File: src/include/serial_multi_slave_pkg.sv
// Constants for the clocked serial multi-slave channel: register offsets,
// field positions, reset values and the transfer state type.
// Assumes a 32-bit Avalon-MM register bus with byte addresses.
package serial_multi_slave_pkg;

	// Register byte offsets, one aligned word each
	localparam logic [5:0] TX_BUFFER_OFF      = 6'h00;
	localparam logic [5:0] RX_BUFFER_OFF      = 6'h04;
	localparam logic [5:0] BAUD_DIVIDER_OFF   = 6'h08;
	localparam logic [5:0] SERIAL_MODE_OFF    = 6'h0C;
	localparam logic [5:0] XFER_CONTROL0_OFF  = 6'h10;
	localparam logic [5:0] XFER_CONTROL1_OFF  = 6'h14;
	localparam logic [5:0] SPECIAL_MODE1_OFF  = 6'h18;
	localparam logic [5:0] SPECIAL_MODE2_OFF  = 6'h1C;
	localparam logic [5:0] SPECIAL_MODE3_OFF  = 6'h20;
	localparam logic [5:0] SPECIAL_MODE4_OFF  = 6'h24;
	localparam logic [5:0] COMMON_CONTROL_OFF = 6'h28;

	// Serial mode register fields
	localparam int         MODE_SEL_LSB       = 0;
	localparam int         CLOCK_SOURCE_DIR   = 3;
	localparam int         LINE_POL_INVERT    = 7;
	localparam logic [2:0] MULTI_SLAVE_MODE   = 3'h1;

	// Control register 0 fields
	localparam int BAUD_SRC_LSB       = 0;
	localparam int HANDSHAKE_FUNC_SEL = 2;
	localparam int SHIFT_EMPTY_FLAG   = 3;
	localparam int HANDSHAKE_DISABLE  = 4;
	localparam int TXD_FORMAT_SEL     = 5;
	localparam int CLOCK_EDGE_POL     = 6;
	localparam int BIT_ORDER_SEL      = 7;

	// Control register 1 fields
	localparam int TX_ENABLE       = 0;
	localparam int TX_BUF_EMPTY    = 1;
	localparam int RX_ENABLE       = 2;
	localparam int RX_DONE         = 3;
	localparam int CH2_TX_IRQ_SRC  = 4;
	localparam int CH2_CONT_RX     = 5;

	// Special mode 3 and common control fields
	localparam int CLOCK_PHASE_SEL = 1;
	localparam int CH0_TX_IRQ_SRC  = 0;
	localparam int CH1_TX_IRQ_SRC  = 1;
	localparam int MULTI_CLK_SEL   = 4;
	localparam int MULTI_CLK_EN    = 5;

	// Receive buffer word: data in 7..0, overrun flag here
	localparam int RX_OVERRUN_BIT = 12;

	// Reset values
	localparam logic [7:0] REG8_RST       = 8'h00;
	localparam logic [7:0] CTL1_STORE_RST = 8'h00;
	localparam logic       TX_EMPTY_RST   = 1'b1;

	// Bit and edge counts of one 8-bit transfer
	localparam logic [3:0] BITS_PER_XFER  = 4'h8;
	localparam logic [4:0] EDGES_PER_XFER = 5'h10;

	typedef enum logic {
		ST_IDLE,
		ST_XFER
	} xfer_state_t;

endpackage

File: src/serial_multi_slave.sv
// One channel of the clocked serial multi-slave mode: registers, baud
// generator, 8-bit shifter with selectable clock polarity and phase.
// Assumes an Avalon-MM master on clk_sys_in; the serial clock pin, when
// the channel is a slave, and the receive pin are asynchronous.
//
// Added by the designer: the register offsets and register access over Avalon-MM.
`timescale 1ns/1ns

module serial_multi_slave #(
	parameter int CH_INDEX = 0
) (
	input  wire logic        clk_sys_in,
	input  wire logic        rst_in,
	input  wire logic [5:0]  address_in,
	input  wire logic        read_in,
	input  wire logic        write_in,
	input  wire logic [31:0] writedata_in,
	input  wire logic [3:0]  byteenable_in,
	output logic      [31:0] readdata_out,
	output logic             waitrequest_out,
	input  wire logic        sclk_in,
	output logic             sclk_out,
	output logic             sclk_oe_out,
	input  wire logic        rxd_in,
	output logic             txd_out,
	output logic             txd_oe_out,
	output logic             tx_event_out,
	output logic             rx_event_out
);

	typedef struct packed {
		serial_multi_slave_pkg::xfer_state_t xfer;
		logic [7:0]  mode;
		logic [7:0]  ctl0;
		logic [7:0]  ctl1;
		logic [7:0]  smr1;
		logic [7:0]  smr2;
		logic [7:0]  smr3;
		logic [7:0]  smr4;
		logic [7:0]  common;
		logic [7:0]  divider;
		logic [7:0]  tx_buf;
		logic [7:0]  rx_buf;
		logic [7:0]  tx_shift;
		logic [7:0]  rx_shift;
		logic [7:0]  brg_cnt;
		logic [4:0]  pre_cnt;
		logic [4:0]  edge_cnt;
		logic [3:0]  sample_cnt;
		logic        tx_buf_empty;
		logic        rx_done;
		logic        overrun;
		logic        sclk;
		logic        sclk_oe;
		logic        txd_bit;
		logic        txd_pin;
		logic        txd_oe;
		logic [2:0]  sclk_sync;
		logic [1:0]  rxd_sync;
		logic        bus_wait;
		logic [31:0] rdata;
		logic        tx_evt;
		logic        rx_evt;
	} state_t;

	state_t st_q;
	state_t st_d;

	logic        bus_req;
	logic        bus_take;
	logic        bus_wr;
	logic        tx_wr_now;
	logic        master;
	logic        clock_edge_polarity;
	logic        clock_phase_select;
	logic        idle_lvl;
	logic        irq_src;
	logic        open_drain;
	logic        clk_edge;
	logic        clk_rise;
	logic        sample_edge;
	logic        start_now;
	logic [31:0] rd_word;

	// Address match, used by the transmit-write start hold-off and the receive-read flag release
	function automatic logic addr_hit(input logic [5:0] addr, input logic [5:0] off);
		addr_hit = (addr == off);
	endfunction

	// Prescaled source ticks: f1, f2, f8, f32 from one free-running count
	function automatic logic prescale_tick(input logic [1:0] sel, input logic [4:0] cnt);
		unique case (sel)
			2'h0: prescale_tick = 1'b1;
			2'h1: prescale_tick = cnt[0];
			2'h2: prescale_tick = &cnt[2:0];
			2'h3: prescale_tick = &cnt;
		endcase
	endfunction

	// Mode decode from stored bits
	always_comb begin
		master     = ~st_q.mode[serial_multi_slave_pkg::CLOCK_SOURCE_DIR];
		clock_edge_polarity      = st_q.ctl0[serial_multi_slave_pkg::CLOCK_EDGE_POL];
		clock_phase_select       = st_q.smr3[serial_multi_slave_pkg::CLOCK_PHASE_SEL];
		idle_lvl   = ~(clock_edge_polarity ^ clock_phase_select);
		// Channel 2 keeps its own source bit, the others use the common one
		if (CH_INDEX == 2) begin
			irq_src = st_q.ctl1[serial_multi_slave_pkg::CH2_TX_IRQ_SRC];
		end else if (CH_INDEX == 1) begin
			irq_src = st_q.common[serial_multi_slave_pkg::CH1_TX_IRQ_SRC];
		end else begin
			irq_src = st_q.common[serial_multi_slave_pkg::CH0_TX_IRQ_SRC];
		end
		open_drain = (CH_INDEX == 2) || st_q.ctl0[serial_multi_slave_pkg::TXD_FORMAT_SEL];
	end

	// Read data mux; write-only and unmapped words read as zero
	always_comb begin
		rd_word = 32'h0000_0000;
		unique case (address_in)
			serial_multi_slave_pkg::RX_BUFFER_OFF: begin
				rd_word[7:0] = st_q.rx_buf;
				rd_word[serial_multi_slave_pkg::RX_OVERRUN_BIT] = st_q.overrun;
			end
			serial_multi_slave_pkg::SERIAL_MODE_OFF:   rd_word[7:0] = st_q.mode;
			serial_multi_slave_pkg::XFER_CONTROL0_OFF: begin
				rd_word[7:0] = st_q.ctl0;
				rd_word[serial_multi_slave_pkg::SHIFT_EMPTY_FLAG] = (st_q.xfer == serial_multi_slave_pkg::ST_IDLE);
			end
			serial_multi_slave_pkg::XFER_CONTROL1_OFF: begin
				rd_word[7:0] = st_q.ctl1;
				rd_word[serial_multi_slave_pkg::TX_BUF_EMPTY] = st_q.tx_buf_empty;
				rd_word[serial_multi_slave_pkg::RX_DONE] = st_q.rx_done;
			end
			serial_multi_slave_pkg::SPECIAL_MODE1_OFF:  rd_word[7:0] = st_q.smr1;
			serial_multi_slave_pkg::SPECIAL_MODE2_OFF:  rd_word[7:0] = st_q.smr2;
			serial_multi_slave_pkg::SPECIAL_MODE3_OFF:  rd_word[7:0] = st_q.smr3;
			serial_multi_slave_pkg::SPECIAL_MODE4_OFF:  rd_word[7:0] = st_q.smr4;
			serial_multi_slave_pkg::COMMON_CONTROL_OFF: rd_word[7:0] = st_q.common;
			default:                                     rd_word = 32'h0000_0000;
		endcase
	end

	// Next state: bus first, then the shifter so hardware sets win
	always_comb begin
		st_d        = st_q;
		st_d.tx_evt = 1'b0;
		st_d.rx_evt = 1'b0;
		st_d.pre_cnt   = st_q.pre_cnt + 5'h01;
		st_d.sclk_sync = {st_q.sclk_sync[1], st_q.sclk_sync[0], sclk_in};
		st_d.rxd_sync  = {st_q.rxd_sync[0], rxd_in};
		clk_edge    = 1'b0;
		clk_rise    = 1'b0;
		sample_edge = 1'b0;
		start_now   = 1'b0;

		// One wait state: data is set up, then the access completes
		bus_req       = read_in | write_in;
		bus_take      = bus_req & ~st_q.bus_wait;
		bus_wr        = write_in & bus_take & byteenable_in[0];
		tx_wr_now     = bus_wr & addr_hit(address_in, serial_multi_slave_pkg::TX_BUFFER_OFF);
		st_d.bus_wait = ~(bus_req & st_q.bus_wait);
		if (bus_req && st_q.bus_wait) begin
			st_d.rdata = read_in ? rd_word : 32'h0000_0000;
		end

		// Register writes; flag bits in the control words are not stored
		if (bus_wr) begin
			unique case (address_in)
				serial_multi_slave_pkg::TX_BUFFER_OFF: begin
					st_d.tx_buf       = writedata_in[7:0];
					st_d.tx_buf_empty = 1'b0;
				end
				serial_multi_slave_pkg::BAUD_DIVIDER_OFF: st_d.divider = writedata_in[7:0];
				serial_multi_slave_pkg::SERIAL_MODE_OFF:  st_d.mode = writedata_in[7:0];
				serial_multi_slave_pkg::XFER_CONTROL0_OFF: begin
					// Handshake bits only stored: flow control never acts in this mode
					st_d.ctl0 = writedata_in[7:0];
					st_d.ctl0[serial_multi_slave_pkg::SHIFT_EMPTY_FLAG] = 1'b0;
					// No format bit on channel 2
					if (CH_INDEX == 2) begin
						st_d.ctl0[serial_multi_slave_pkg::TXD_FORMAT_SEL] = 1'b0;
					end
				end
				serial_multi_slave_pkg::XFER_CONTROL1_OFF: begin
					st_d.ctl1 = writedata_in[7:0];
					st_d.ctl1[serial_multi_slave_pkg::TX_BUF_EMPTY] = 1'b0;
					st_d.ctl1[serial_multi_slave_pkg::RX_DONE] = 1'b0;
				end
				serial_multi_slave_pkg::SPECIAL_MODE1_OFF:  st_d.smr1 = writedata_in[7:0];
				serial_multi_slave_pkg::SPECIAL_MODE2_OFF:  st_d.smr2 = writedata_in[7:0];
				serial_multi_slave_pkg::SPECIAL_MODE3_OFF:  st_d.smr3 = writedata_in[7:0];
				serial_multi_slave_pkg::SPECIAL_MODE4_OFF:  st_d.smr4 = writedata_in[7:0];
				// Multi-clock bits kept for software, never reach the clock path
				serial_multi_slave_pkg::COMMON_CONTROL_OFF: st_d.common = writedata_in[7:0];
				default: st_d.divider = st_q.divider;
			endcase
		end

		// Reading the receive buffer releases it
		if (read_in && bus_take && addr_hit(address_in, serial_multi_slave_pkg::RX_BUFFER_OFF)) begin
			st_d.rx_done = 1'b0;
		end
		// Overrun stays until the receiver is disabled
		if (!st_q.ctl1[serial_multi_slave_pkg::RX_ENABLE]) begin
			st_d.overrun = 1'b0;
		end

		unique case (st_q.xfer)
			serial_multi_slave_pkg::ST_IDLE: begin
				st_d.sclk = idle_lvl;
				// A slave waits for the far clock to sit at its idle level
				if (st_q.mode[2:0] == serial_multi_slave_pkg::MULTI_SLAVE_MODE
						&& st_q.ctl1[serial_multi_slave_pkg::TX_ENABLE]
						&& !st_q.tx_buf_empty && !tx_wr_now
						&& (master || st_q.sclk_sync[1] == idle_lvl)) begin
					start_now         = 1'b1;
					st_d.xfer         = serial_multi_slave_pkg::ST_XFER;
					st_d.tx_shift     = st_q.tx_buf;
					st_d.txd_bit      = st_q.tx_buf[0];
					st_d.tx_buf_empty = 1'b1;
					st_d.tx_evt       = ~irq_src;
					st_d.edge_cnt     = 5'h00;
					st_d.sample_cnt   = 4'h0;
					st_d.brg_cnt      = st_q.divider;
				end
			end
			serial_multi_slave_pkg::ST_XFER: begin
				// Master: half period of n+1 source ticks; slave: synced pin edges
				if (master) begin
					if (prescale_tick(st_q.ctl0[1:0], st_q.pre_cnt)) begin
						if (st_q.brg_cnt == 8'h00) begin
							st_d.brg_cnt = st_q.divider;
							st_d.sclk    = ~st_q.sclk;
							clk_edge     = 1'b1;
							clk_rise     = ~st_q.sclk;
						end else begin
							st_d.brg_cnt = st_q.brg_cnt - 8'h01;
						end
					end
				end else begin
					clk_edge = st_q.sclk_sync[1] ^ st_q.sclk_sync[2];
					clk_rise = st_q.sclk_sync[1];
				end
				sample_edge = clk_rise ^ clock_edge_polarity;
				if (clk_edge) begin
					st_d.edge_cnt = st_q.edge_cnt + 5'h01;
					if (sample_edge && st_q.sample_cnt < serial_multi_slave_pkg::BITS_PER_XFER) begin
						st_d.rx_shift   = {st_q.rxd_sync[1], st_q.rx_shift[7:1]};
						st_d.sample_cnt = st_q.sample_cnt + 4'h1;
						// Seventh bit of a new byte while the old one is unread
						if (st_q.sample_cnt == 4'h6 && st_d.rx_done
								&& st_q.ctl1[serial_multi_slave_pkg::RX_ENABLE]) begin
							st_d.overrun = 1'b1;
						end
						if (st_q.sample_cnt == 4'h7 && st_q.ctl1[serial_multi_slave_pkg::RX_ENABLE]) begin
							st_d.rx_buf  = {st_q.rxd_sync[1], st_q.rx_shift[7:1]};
							st_d.rx_done = 1'b1;
							st_d.rx_evt  = 1'b1;
						end
					end else if (!sample_edge && st_q.sample_cnt != 4'h0
							&& st_q.sample_cnt < serial_multi_slave_pkg::BITS_PER_XFER) begin
						st_d.tx_shift = {1'b0, st_q.tx_shift[7:1]};
						st_d.txd_bit  = st_q.tx_shift[1];
					end
					if (st_d.edge_cnt == serial_multi_slave_pkg::EDGES_PER_XFER) begin
						st_d.xfer   = serial_multi_slave_pkg::ST_IDLE;
						st_d.tx_evt = irq_src;
					end
				end
			end
		endcase

		// Pin drivers; open-drain only ever pulls low
		st_d.sclk_oe = master;
		st_d.txd_pin = open_drain ? 1'b0 : st_d.txd_bit;
		st_d.txd_oe  = open_drain ? ~st_d.txd_bit : 1'b1;
	end

	// State register
	always_ff @(posedge clk_sys_in or posedge rst_in) begin
		if (rst_in) begin
			st_q              <= '0;
			st_q.xfer         <= serial_multi_slave_pkg::ST_IDLE;
			st_q.mode         <= serial_multi_slave_pkg::REG8_RST;
			st_q.ctl0         <= serial_multi_slave_pkg::REG8_RST;
			st_q.ctl1         <= serial_multi_slave_pkg::CTL1_STORE_RST;
			st_q.tx_buf_empty <= serial_multi_slave_pkg::TX_EMPTY_RST;
			st_q.sclk         <= 1'b1;
			st_q.txd_bit      <= 1'b1;
			st_q.txd_pin      <= 1'b1;
			st_q.txd_oe       <= 1'b1;
			st_q.sclk_sync    <= 3'h7;
			st_q.rxd_sync     <= 2'h3;
			st_q.bus_wait     <= 1'b1;
		end else begin
			st_q <= st_d;
		end
	end

	assign readdata_out    = st_q.rdata;
	assign waitrequest_out = st_q.bus_wait;
	assign sclk_out        = st_q.sclk;
	assign sclk_oe_out     = st_q.sclk_oe;
	assign txd_out         = st_q.txd_pin;
	assign txd_oe_out      = st_q.txd_oe;
	assign tx_event_out    = st_q.tx_evt;
	assign rx_event_out    = st_q.rx_evt;

	// Cycles since the last serial clock change, for the rate check
	logic [8:0] gap_q;
	always_ff @(posedge clk_sys_in or posedge rst_in) begin
		if (rst_in) begin
			gap_q <= 9'h000;
		end else if (start_now || st_d.sclk != st_q.sclk) begin
			gap_q <= 9'h000;
		end else if (gap_q != 9'h1FF) begin
			gap_q <= gap_q + 9'h001;
		end
	end

	property p_clock_dir;
		@(posedge clk_sys_in) disable iff (rst_in)
		!rst_in |=> (sclk_oe_out == !$past(st_q.mode[serial_multi_slave_pkg::CLOCK_SOURCE_DIR]));
	endproperty
	a_clock_dir: assert property (p_clock_dir) else $error("clock drive does not follow direction bit");

	property p_half_period;
		@(posedge clk_sys_in) disable iff (rst_in)
		(st_q.xfer == serial_multi_slave_pkg::ST_XFER && sclk_oe_out && st_q.ctl0[1:0] == 2'h0
			&& $changed(sclk_out) && $stable(st_q.divider))
			|-> ($past(gap_q) == {1'b0, st_q.divider});
	endproperty
	a_half_period: assert property (p_half_period) else $error("serial clock half period wrong");

	property p_rx_done_event;
		@(posedge clk_sys_in) disable iff (rst_in)
		$rose(st_q.rx_done) |-> rx_event_out ##1 !rx_event_out;
	endproperty
	a_rx_done_event: assert property (p_rx_done_event) else $error("receive done without event");

	property p_tx_write_clears;
		@(posedge clk_sys_in) disable iff (rst_in)
		(write_in && !waitrequest_out && byteenable_in[0]
			&& address_in == serial_multi_slave_pkg::TX_BUFFER_OFF) |=> !st_q.tx_buf_empty;
	endproperty
	a_tx_write_clears: assert property (p_tx_write_clears) else $error("buffer write left empty flag set");

	property p_tx_event_load;
		@(posedge clk_sys_in) disable iff (rst_in)
		($rose(st_q.xfer == serial_multi_slave_pkg::ST_XFER) && !$past(irq_src)) |-> tx_event_out;
	endproperty
	a_tx_event_load: assert property (p_tx_event_load) else $error("no event at buffer move");

	property p_tx_event_done;
		@(posedge clk_sys_in) disable iff (rst_in)
		($fell(st_q.xfer == serial_multi_slave_pkg::ST_XFER) && $past(irq_src)) |-> tx_event_out;
	endproperty
	a_tx_event_done: assert property (p_tx_event_done) else $error("no event at end of sending");

	property p_overrun_seventh;
		@(posedge clk_sys_in) disable iff (rst_in)
		$rose(st_q.overrun) |-> (st_q.sample_cnt == 4'h7 && $past(st_q.rx_done));
	endproperty
	a_overrun_seventh: assert property (p_overrun_seventh) else $error("overrun at wrong bit");

	property p_data_on_fall;
		@(posedge clk_sys_in) disable iff (rst_in)
		(st_q.xfer == serial_multi_slave_pkg::ST_XFER && sclk_oe_out && !clock_edge_polarity && $rose(sclk_out))
			|-> $stable(st_q.txd_bit);
	endproperty
	a_data_on_fall: assert property (p_data_on_fall) else $error("data changed on sampling edge");

	property p_no_start_disabled;
		@(posedge clk_sys_in) disable iff (rst_in)
		(st_q.xfer == serial_multi_slave_pkg::ST_IDLE && !st_q.ctl1[serial_multi_slave_pkg::TX_ENABLE])
			|=> (st_q.xfer == serial_multi_slave_pkg::ST_IDLE);
	endproperty
	a_no_start_disabled: assert property (p_no_start_disabled) else $error("transfer started while disabled");

endmodule

File: config.mk
export PLATFORM = sky130hd
export DESIGN_NAME = serial_multi_slave
export DESIGN_NICKNAME = d
export VERILOG_FILES = /design/src/include/serial_multi_slave_pkg.sv /design/src/serial_multi_slave.sv
export SDC_FILE = /design/constraint.sdc
export NUM_CORES = 1
export LEC_CHECK = 0
export ABC_AREA = 1
export BUFFER_PORTS_ARGS = -buffer_cell sky130_fd_sc_hd__buf_2
export CAP_MARGIN = 25
export CORE_MARGIN = 5
export CORE_UTILIZATION = 28
export CTS_CLUSTER_DIAMETER = 100
export DETAILED_ROUTE_END_ITERATION = 8
export HOLD_SLACK_MARGIN = 0.05
export PLACE_DENSITY_LB_ADDON = 0.08
export SLEW_MARGIN = 25
export SYNTH_ARGS = -nofsm -noshare
export SYNTH_HDL_FRONTEND = slang
export SYNTH_SLANG_ARGS = --single-unit
File: constraint.sdc
create_clock -name clk_sys_in -period 9.5 [get_ports clk_sys_in]
set_clock_uncertainty 0.2 [all_clocks]
set_input_delay 0.95 -clock clk_sys_in [delete_from_list [all_inputs] [get_ports clk_sys_in]]
set_output_delay 0.95 -clock clk_sys_in [all_outputs]
set_load 0.02 [all_outputs]
==> flow_metrics.py, run 1 <==
metrics = {
    "run_status": {
        "status": "complete, no violations",
    },
    "sta": {
        "post-route-period-util": 0.300,
        "hold_viol_final": 0,
        "fin_crit_ps": 2850,
        "max_freq_mhz": 351,
        "maxSlewHeadroom": 0.429,
        "tightest_slew_ps": 853,
        "finalMaxSlewViolations": 0,
        "worst_slack_ps": 6650,
        "setup_viol": 0,
        "fin_tns_setup_ps": 0,
        "rsz0062_at_grt": "false",
    },
    "hold_path": {
        "hold_path_end": "st_d[39]",
        "holdCritPathClass": "reg -> reg",
        "worstHoldStart": "st_d[38]",
        "holdPathStages": 0,
    },
    "placement": {
        "io_buffers": 36,
        "dp_cells": 1118,
        "dp_slack_ps": 6210,
        "dpl.hpwl_mm": 13.2,
        "routabilityCongestion": 0.806,
    },
    "worst_setup_path": {
        "slowest_delay_ps": 670,
        "cp_data_arrival_time_ps": 2970,
        "path_cells": "buf_2 -> nor2_2 -> nand2_1 -> nor2_2 -> nand3_1 -> o21ai_0",
        "r2r_slack_ps": 6720,
        "crit_top_cell": "nor2_2",
        "startpoint_type": "input pin",
        "worstPathRequired_ps": 9620,
        "r2r-start": "st_q[57]",
        "cp-end-kind": "flop",
        "crit_type": "in -> reg",
        "reg2reg_to": "st_q[92]",
        "cp_max_fo": 18,
        "slowest_stage": "nand3_1",
        "reg2reg_depth": 15,
    },
    "yosys": {
        "synth.distinct_cells": 44,
        "ys_seq_area_frac": 0.534,
        "yosys.area.top_type_share": 0.492,
        "syn_area_per_cell_um2": 8.80,
        "synth_edf_count": 0,
        "synth_cells": 786,
        "yosys_warnings": 0,
        "async_flop_share": 1.00,
        "synth-seq-cells": 147,
        "yosys.area.top_type": "dfrtp_1",
        "synthTopCellsByArea": "dfrtp_1 49%, nand2_1 12%, o21ai_0 7.3%",
        "ys.flop_type": "dfrtp_1",
        "syn-cell-area_um2": 6920,
    },
    "clocking": {
        "root_buffer": "clkbuf_16",
        "cts_buffers": 17,
        "cts_tree": "built",
        "cts_hold_buffers": 0,
        "postCtsSetupRepairBufs": 0,
        "ctsHtreeMaxLevel": 4,
        "clk_pin_slew_ps": 70,
        "clockBufferDepth": 2,
        "worstSkewPairLatency_ps": 420,
        "cts_resized": 0,
        "clock-sinks": 147,
    },
    "final_layout": {
        "layoutNonFillerInstCount": 1150,
        "layout_commonest_cell": "nand2_1",
        "layout.nets": 871,
        "largest_reg_flops": 124,
        "largest-register": "st_q",
        "diodes": 0,
        "drive_gt1_frac": 0.143,
        "synthToLayoutAreaGrowth_pct": 13.9,
        "final_cell_mix": "222 x nand2_1, 136 x dfrtp_1, 101 x o21ai_0",
    },
    "global_routing": {
        "gr-total-overflow": 0,
        "grt_usage": 0.140,
        "grt_first_pass_wirelength_mm": 30.6,
        "grt_max_degree": 81,
        "antenna_found_initial": 0,
        "grt_pass1_vias": 5345,
    },
    "drt": {
        "drtIter0Drc": 339,
        "drt_pass1_iterations": 5,
        "final_antenna_net_count": 0,
        "finalWirelength_mm": 18.8,
        "routed_via_density": 4.58,
        "wire_per_inst_um": 16.3,
        "drcViolationCount": 0,
        "vias": 5270,
    },
    "floorplanning": {
        "die_w_um": 167,
        "dieArea_um2": 27900,
        "rows": 57,
        "die_h_um": 167,
        "ioPinCount": 87,
        "start_util": 0.284,
        "core_region_area_um2": 24300,
    },
    "power_and_ir_drop": {
        "power_density_nw_per_um2": 212,
        "p_leak_uw": 0.00376,
        "peakVddDrop_mv": 0.101,
    },
    "flow_run": {
        "maxCapViolations": 0,
    },
}
## per-stage QoR
step,total power [µW],instance area [µm²],hold slack (ps),utilization
3_3_place_gp,977,7260,145,0.299
6_report,1670,7880,156,0.324
5_1_grt,1760,7880,157,0.324
2_1_floorplan,926,7000,145,-
3_5_place_dp,988,7270,147,0.299
4_1_cts,1690,7880,156,0.324
## cells in the mapped netlist (6+ instances only)
| cell type | number |
|---|---|
| buf_4 | 32 |
| dfrtp_1 | 136 |
| dfstp_2 | 11 |
| a31oi_1 | 8 |
| inv_2 | 7 |
| nor2_2 | 8 |
| nand2_2 | 6 |
| inv_1 | 56 |
| a21oi_1 | 20 |
| nand2_1 | 222 |
| o21ai_0 | 101 |
| o21ai_1 | 9 |
| nand3_1 | 46 |
| ha_1 | 10 |
| a22o_1 | 10 |
| nand4_1 | 7 |
| clkbuf_1 | 9 |
| nor2_1 | 34 |
| buf_2 | 9 |
## layout make-up
| cell class | instances | area (µm²) |
|---|---|---|
| clock buffer | 20 | 457 |
| clock inverter | 12 | 155 |
| sequential | 147 | 3690 |
| multi-input combinational | 545 | 2720 |
| tap | 324 | 405 |
| fill | 2601 | 16400 |
| timing repair buffer | 38 | 199 |
| inverter | 64 | 248 |
## per-layer routing
metal	global-route usage	vias up	share of wire
li1	-	2591	-
met1	0.199	2536	0.50
met2	0.214	123	0.44
met3	0.0290	20	0.039
met4	0.0476	0	0.018
met5	0	-	0
## power breakdown
group	internal (µW)	leakage, µW	total (µW)	switching, µW
sequential	688	0.00194	738	50.5
clock	428	0.000297	700	272
combinational	80.6	0.00152	235	154
total	1200	0.00376	1670	477
## worst max path at each step
stage / start / end / slack (ps) / cells after the start
global placement: address_in[1] / st_q[149] / 6260 / 6
CTS: st_q[57] / st_q[92] / 6650 / 15
global route: st_q[57] / st_q[88] / 6410 / 15
finish: address_in[1] / st_q[144] / 6650 / 6
detailed placement: address_in[1] / st_q[114] / 6210 / 6
floorplan: rst_in / clock_edge_polarity / 4420 / 1
## worst max-delay path: cells and delay by family
kind	cells	cell delay, ps
compound gates	1	390
simple gates	4	1530
buf+inv	1	100
## cells by family after synthesis
logic type      synth area share
simple gates               0.221
compound gates             0.135
fa+ha+maj                 0.0181
xor+xnor                 0.00760
flops                      0.534
buf+inv                   0.0845
other cells             0.000542
No activity file was read; power rests on OpenSTA's default activity.
==> run 2, diff against run 1 <==
- ABC_AREA: 1 -> 0
- clock period: 9.5 -> 2.6 ns (I/O delays scaled with it)
==> flow_metrics.py, run 2 <==
metrics = {
    "clocking": {
        "worstSkewPairLatency_ps": 420,
        "clockBufferDepth": 2,
        "ctsHtreeMaxLevel": 4,
        "clock-sinks": 147,
        "root_buffer": "clkbuf_16",
        "cts_tree": "built",
        "clk_pin_slew_ps": 60,
        "cts_buffers": 17,
    },
    "drt": {
        "vias": 4867,
        "drt_pass1_iterations": 5,
        "finalWirelength_mm": 19.5,
        "wire_per_inst_um": 18.6,
        "drtIter0Drc": 232,
        "routed_via_density": 4.64,
        "drcViolationCount": 0,
        "final_antenna_net_count": 0,
    },
    "sta": {
        "max_freq_mhz": 342,
        "post-route-period-util": 1.12,
        "maxSlewHeadroom": 0.561,
        "finalMaxSlewViolations": 0,
        "worst_slack_ps": -321,
        "tightest_slew_ps": 651,
        "rsz0062_at_grt": "true",
        "fin_crit_ps": 2920,
        "fin_tns_setup_ps": -8790,
        "hold_viol_final": 0,
        "setup_viol": 38,
    },
    "floorplanning": {
        "ioPinCount": 87,
        "rows": 57,
        "start_util": 0.284,
        "core_region_area_um2": 24200,
        "die_h_um": 167,
        "die_w_um": 167,
        "dieArea_um2": 27800,
    },
    "worst_setup_path": {
        "path_cells": "or4_4 -> or4b_4 -> o31ai_4 -> xnor2_4 -> nor3_4 -> buf_12 -> mux2_2",
        "crit_type": "reg -> reg",
        "startpoint_type": "flop",
        "cp_data_arrival_time_ps": 3020,
        "slowest_stage": "or4b_4",
        "slowest_delay_ps": 560,
        "worstPathRequired_ps": 2700,
        "cp-end-kind": "flop",
        "cp_max_fo": 10,
    },
    "global_routing": {
        "grt_usage": 0.142,
        "grt_pass1_vias": 5178,
        "antenna_found_initial": 0,
        "grt_first_pass_wirelength_mm": 30.5,
        "grt_max_degree": 75,
        "gr-total-overflow": 0,
    },
    "final_layout": {
        "final_util": 0.369,
        "design_area_um2": 8940,
        "layout_commonest_cell": "dfrtp_1",
        "layoutNonFillerInstCount": 1049,
        "largest-register": "st_q",
        "seq_area_um2": 3690,
        "diodes": 0,
        "synthToLayoutAreaGrowth_pct": 29.9,
        "largest_reg_flops": 124,
        "final_cell_mix": "136 x dfrtp_1, 84 x buf_4, 76 x mux2_2",
        "multi_input_area_um2": 3160,
        "fillers": 2389,
        "drive_gt1_frac": 0.400,
        "layout.nets": 770,
    },
    "run_status": {
        "violations": "setup timing",
        "status": "finished, violations left",
    },
    "yosys": {
        "ys.flop_type": "dfrtp_1",
        "syn-cell-area_um2": 6880,
        "yosys.area.top_type": "dfrtp_1",
        "synth_most_common_cell": "dfrtp_1",
        "async_flop_share": 1.00,
        "yosys.area.top_type_share": 0.495,
        "synth.distinct_cells": 57,
        "syn_area_per_cell_um2": 11.7,
        "synth_edf_count": 0,
        "synth-seq-cells": 147,
        "synth_cells": 588,
        "ys_seq_area_frac": 0.537,
        "ys_top_cells_by_count": "136 x dfrtp_1, 92 x mux2_2, 67 x nand2_1",
        "yosys_warnings": 0,
        "synthTopCellsByArea": "dfrtp_1 49%, mux2_2 15%, dfstp_2 4.2%",
    },
    "power_and_ir_drop": {
        "p_leak_uw": 0.00425,
        "power_density_nw_per_um2": 638,
        "peakVddDrop_mv": 0.335,
    },
    "placement": {
        "dp_slack_ps": -550,
        "dpl.hpwl_mm": 13.7,
        "io_buffers": 36,
        "routabilityCongestion": 0.768,
        "place_area_um2": 7980,
        "dp_cells": 997,
    },
    "hold_path": {
        "holdCritPathClass": "reg -> reg",
    },
    "flow_run": {
        "maxCapViolations": 0,
    },
}
run 2: metrics by stage:
stage               power [µW]  hold WS, ps
floorplan                 2920         64.5
global placement          3210          146
detailed placement        3210          148
CTS                       5760          157
global route              5980          164
finish                    5700          156
run 2: power breakdown:
group          internal (µW)  switching [µW]  total (µW)
Sequential              2450            94.8        2540
Clock                   1500             979        2470
Combinational            313             373         687
Total                   4260            1450        5700
run 2: area by class of cell:
type	instances	area share
sequential	147	0.413
multi-input combinational	399	0.353
timing repair buffer	138	0.117
clock buffer	21	0.0526
tap	324	0.0454
clock inverter	11	0.0141
inverter	9	0.00420
run 2: cell families (layout without fill, tap and decap cells):
group / count (synthesis) / after routing / share of synthesized area
AND/OR/NAND/NOR: 156 / 157 / 0.115
flip-flops: 147 / 147 / 0.537
AO/OA/AOI/OAI: 102 / 102 / 0.106
multiplexers: 100 / 100 / 0.162
buffers and inverters: 65 / 179 / 0.0535
adder cells (fa/ha/maj): 10 / 10 / 0.0182
XOR/XNOR: 7 / 7 / 0.00891
other: 1 / 23 / 0.000545
run 2: metal layers:
layer	routed length, µm	global-route usage	vias up	part of all wire
li1	-	-	2331	-
met1	9000	0.187	2469	0.46
met2	9690	0.237	48	0.50
met3	485	0.0273	19	0.025
met4	295	0.0448	0	0.015
met5	0	0	-	0
run 2: final timing paths:
path,end,depth (start not counted),from,slack (ps)
max,st_q[71],7,st_q[68],-320
min,st_q[36],0,st_d[36],160
max reg2reg,st_q[71],7,st_q[68],-320
min reg2reg,st_q[36],0,st_d[36],160
max in group asynchronous,sclk_out,4,rst_in,1490
min in group asynchronous,st_q[116],4,rst_in,320
run 2: critical path: cells and delay by family, from the launching register on:
kind | cells | cell delay (ps)
buf+inv | 1 | 160
xor+xnor | 1 | 170
compound gates | 1 | 290
simple gates | 3 | 1270
mux | 1 | 330
flops | 1 | 370
run 2: timing repair:
item                                   CTS  global route
pin swaps                                2             3
gates resized for setup                 10            26
setup buffers                            2             4
endpoints found under the hold margin  148             0
gates cloned                             1             1
hold buffers                            12             0
setup endpoints to repair               46            47
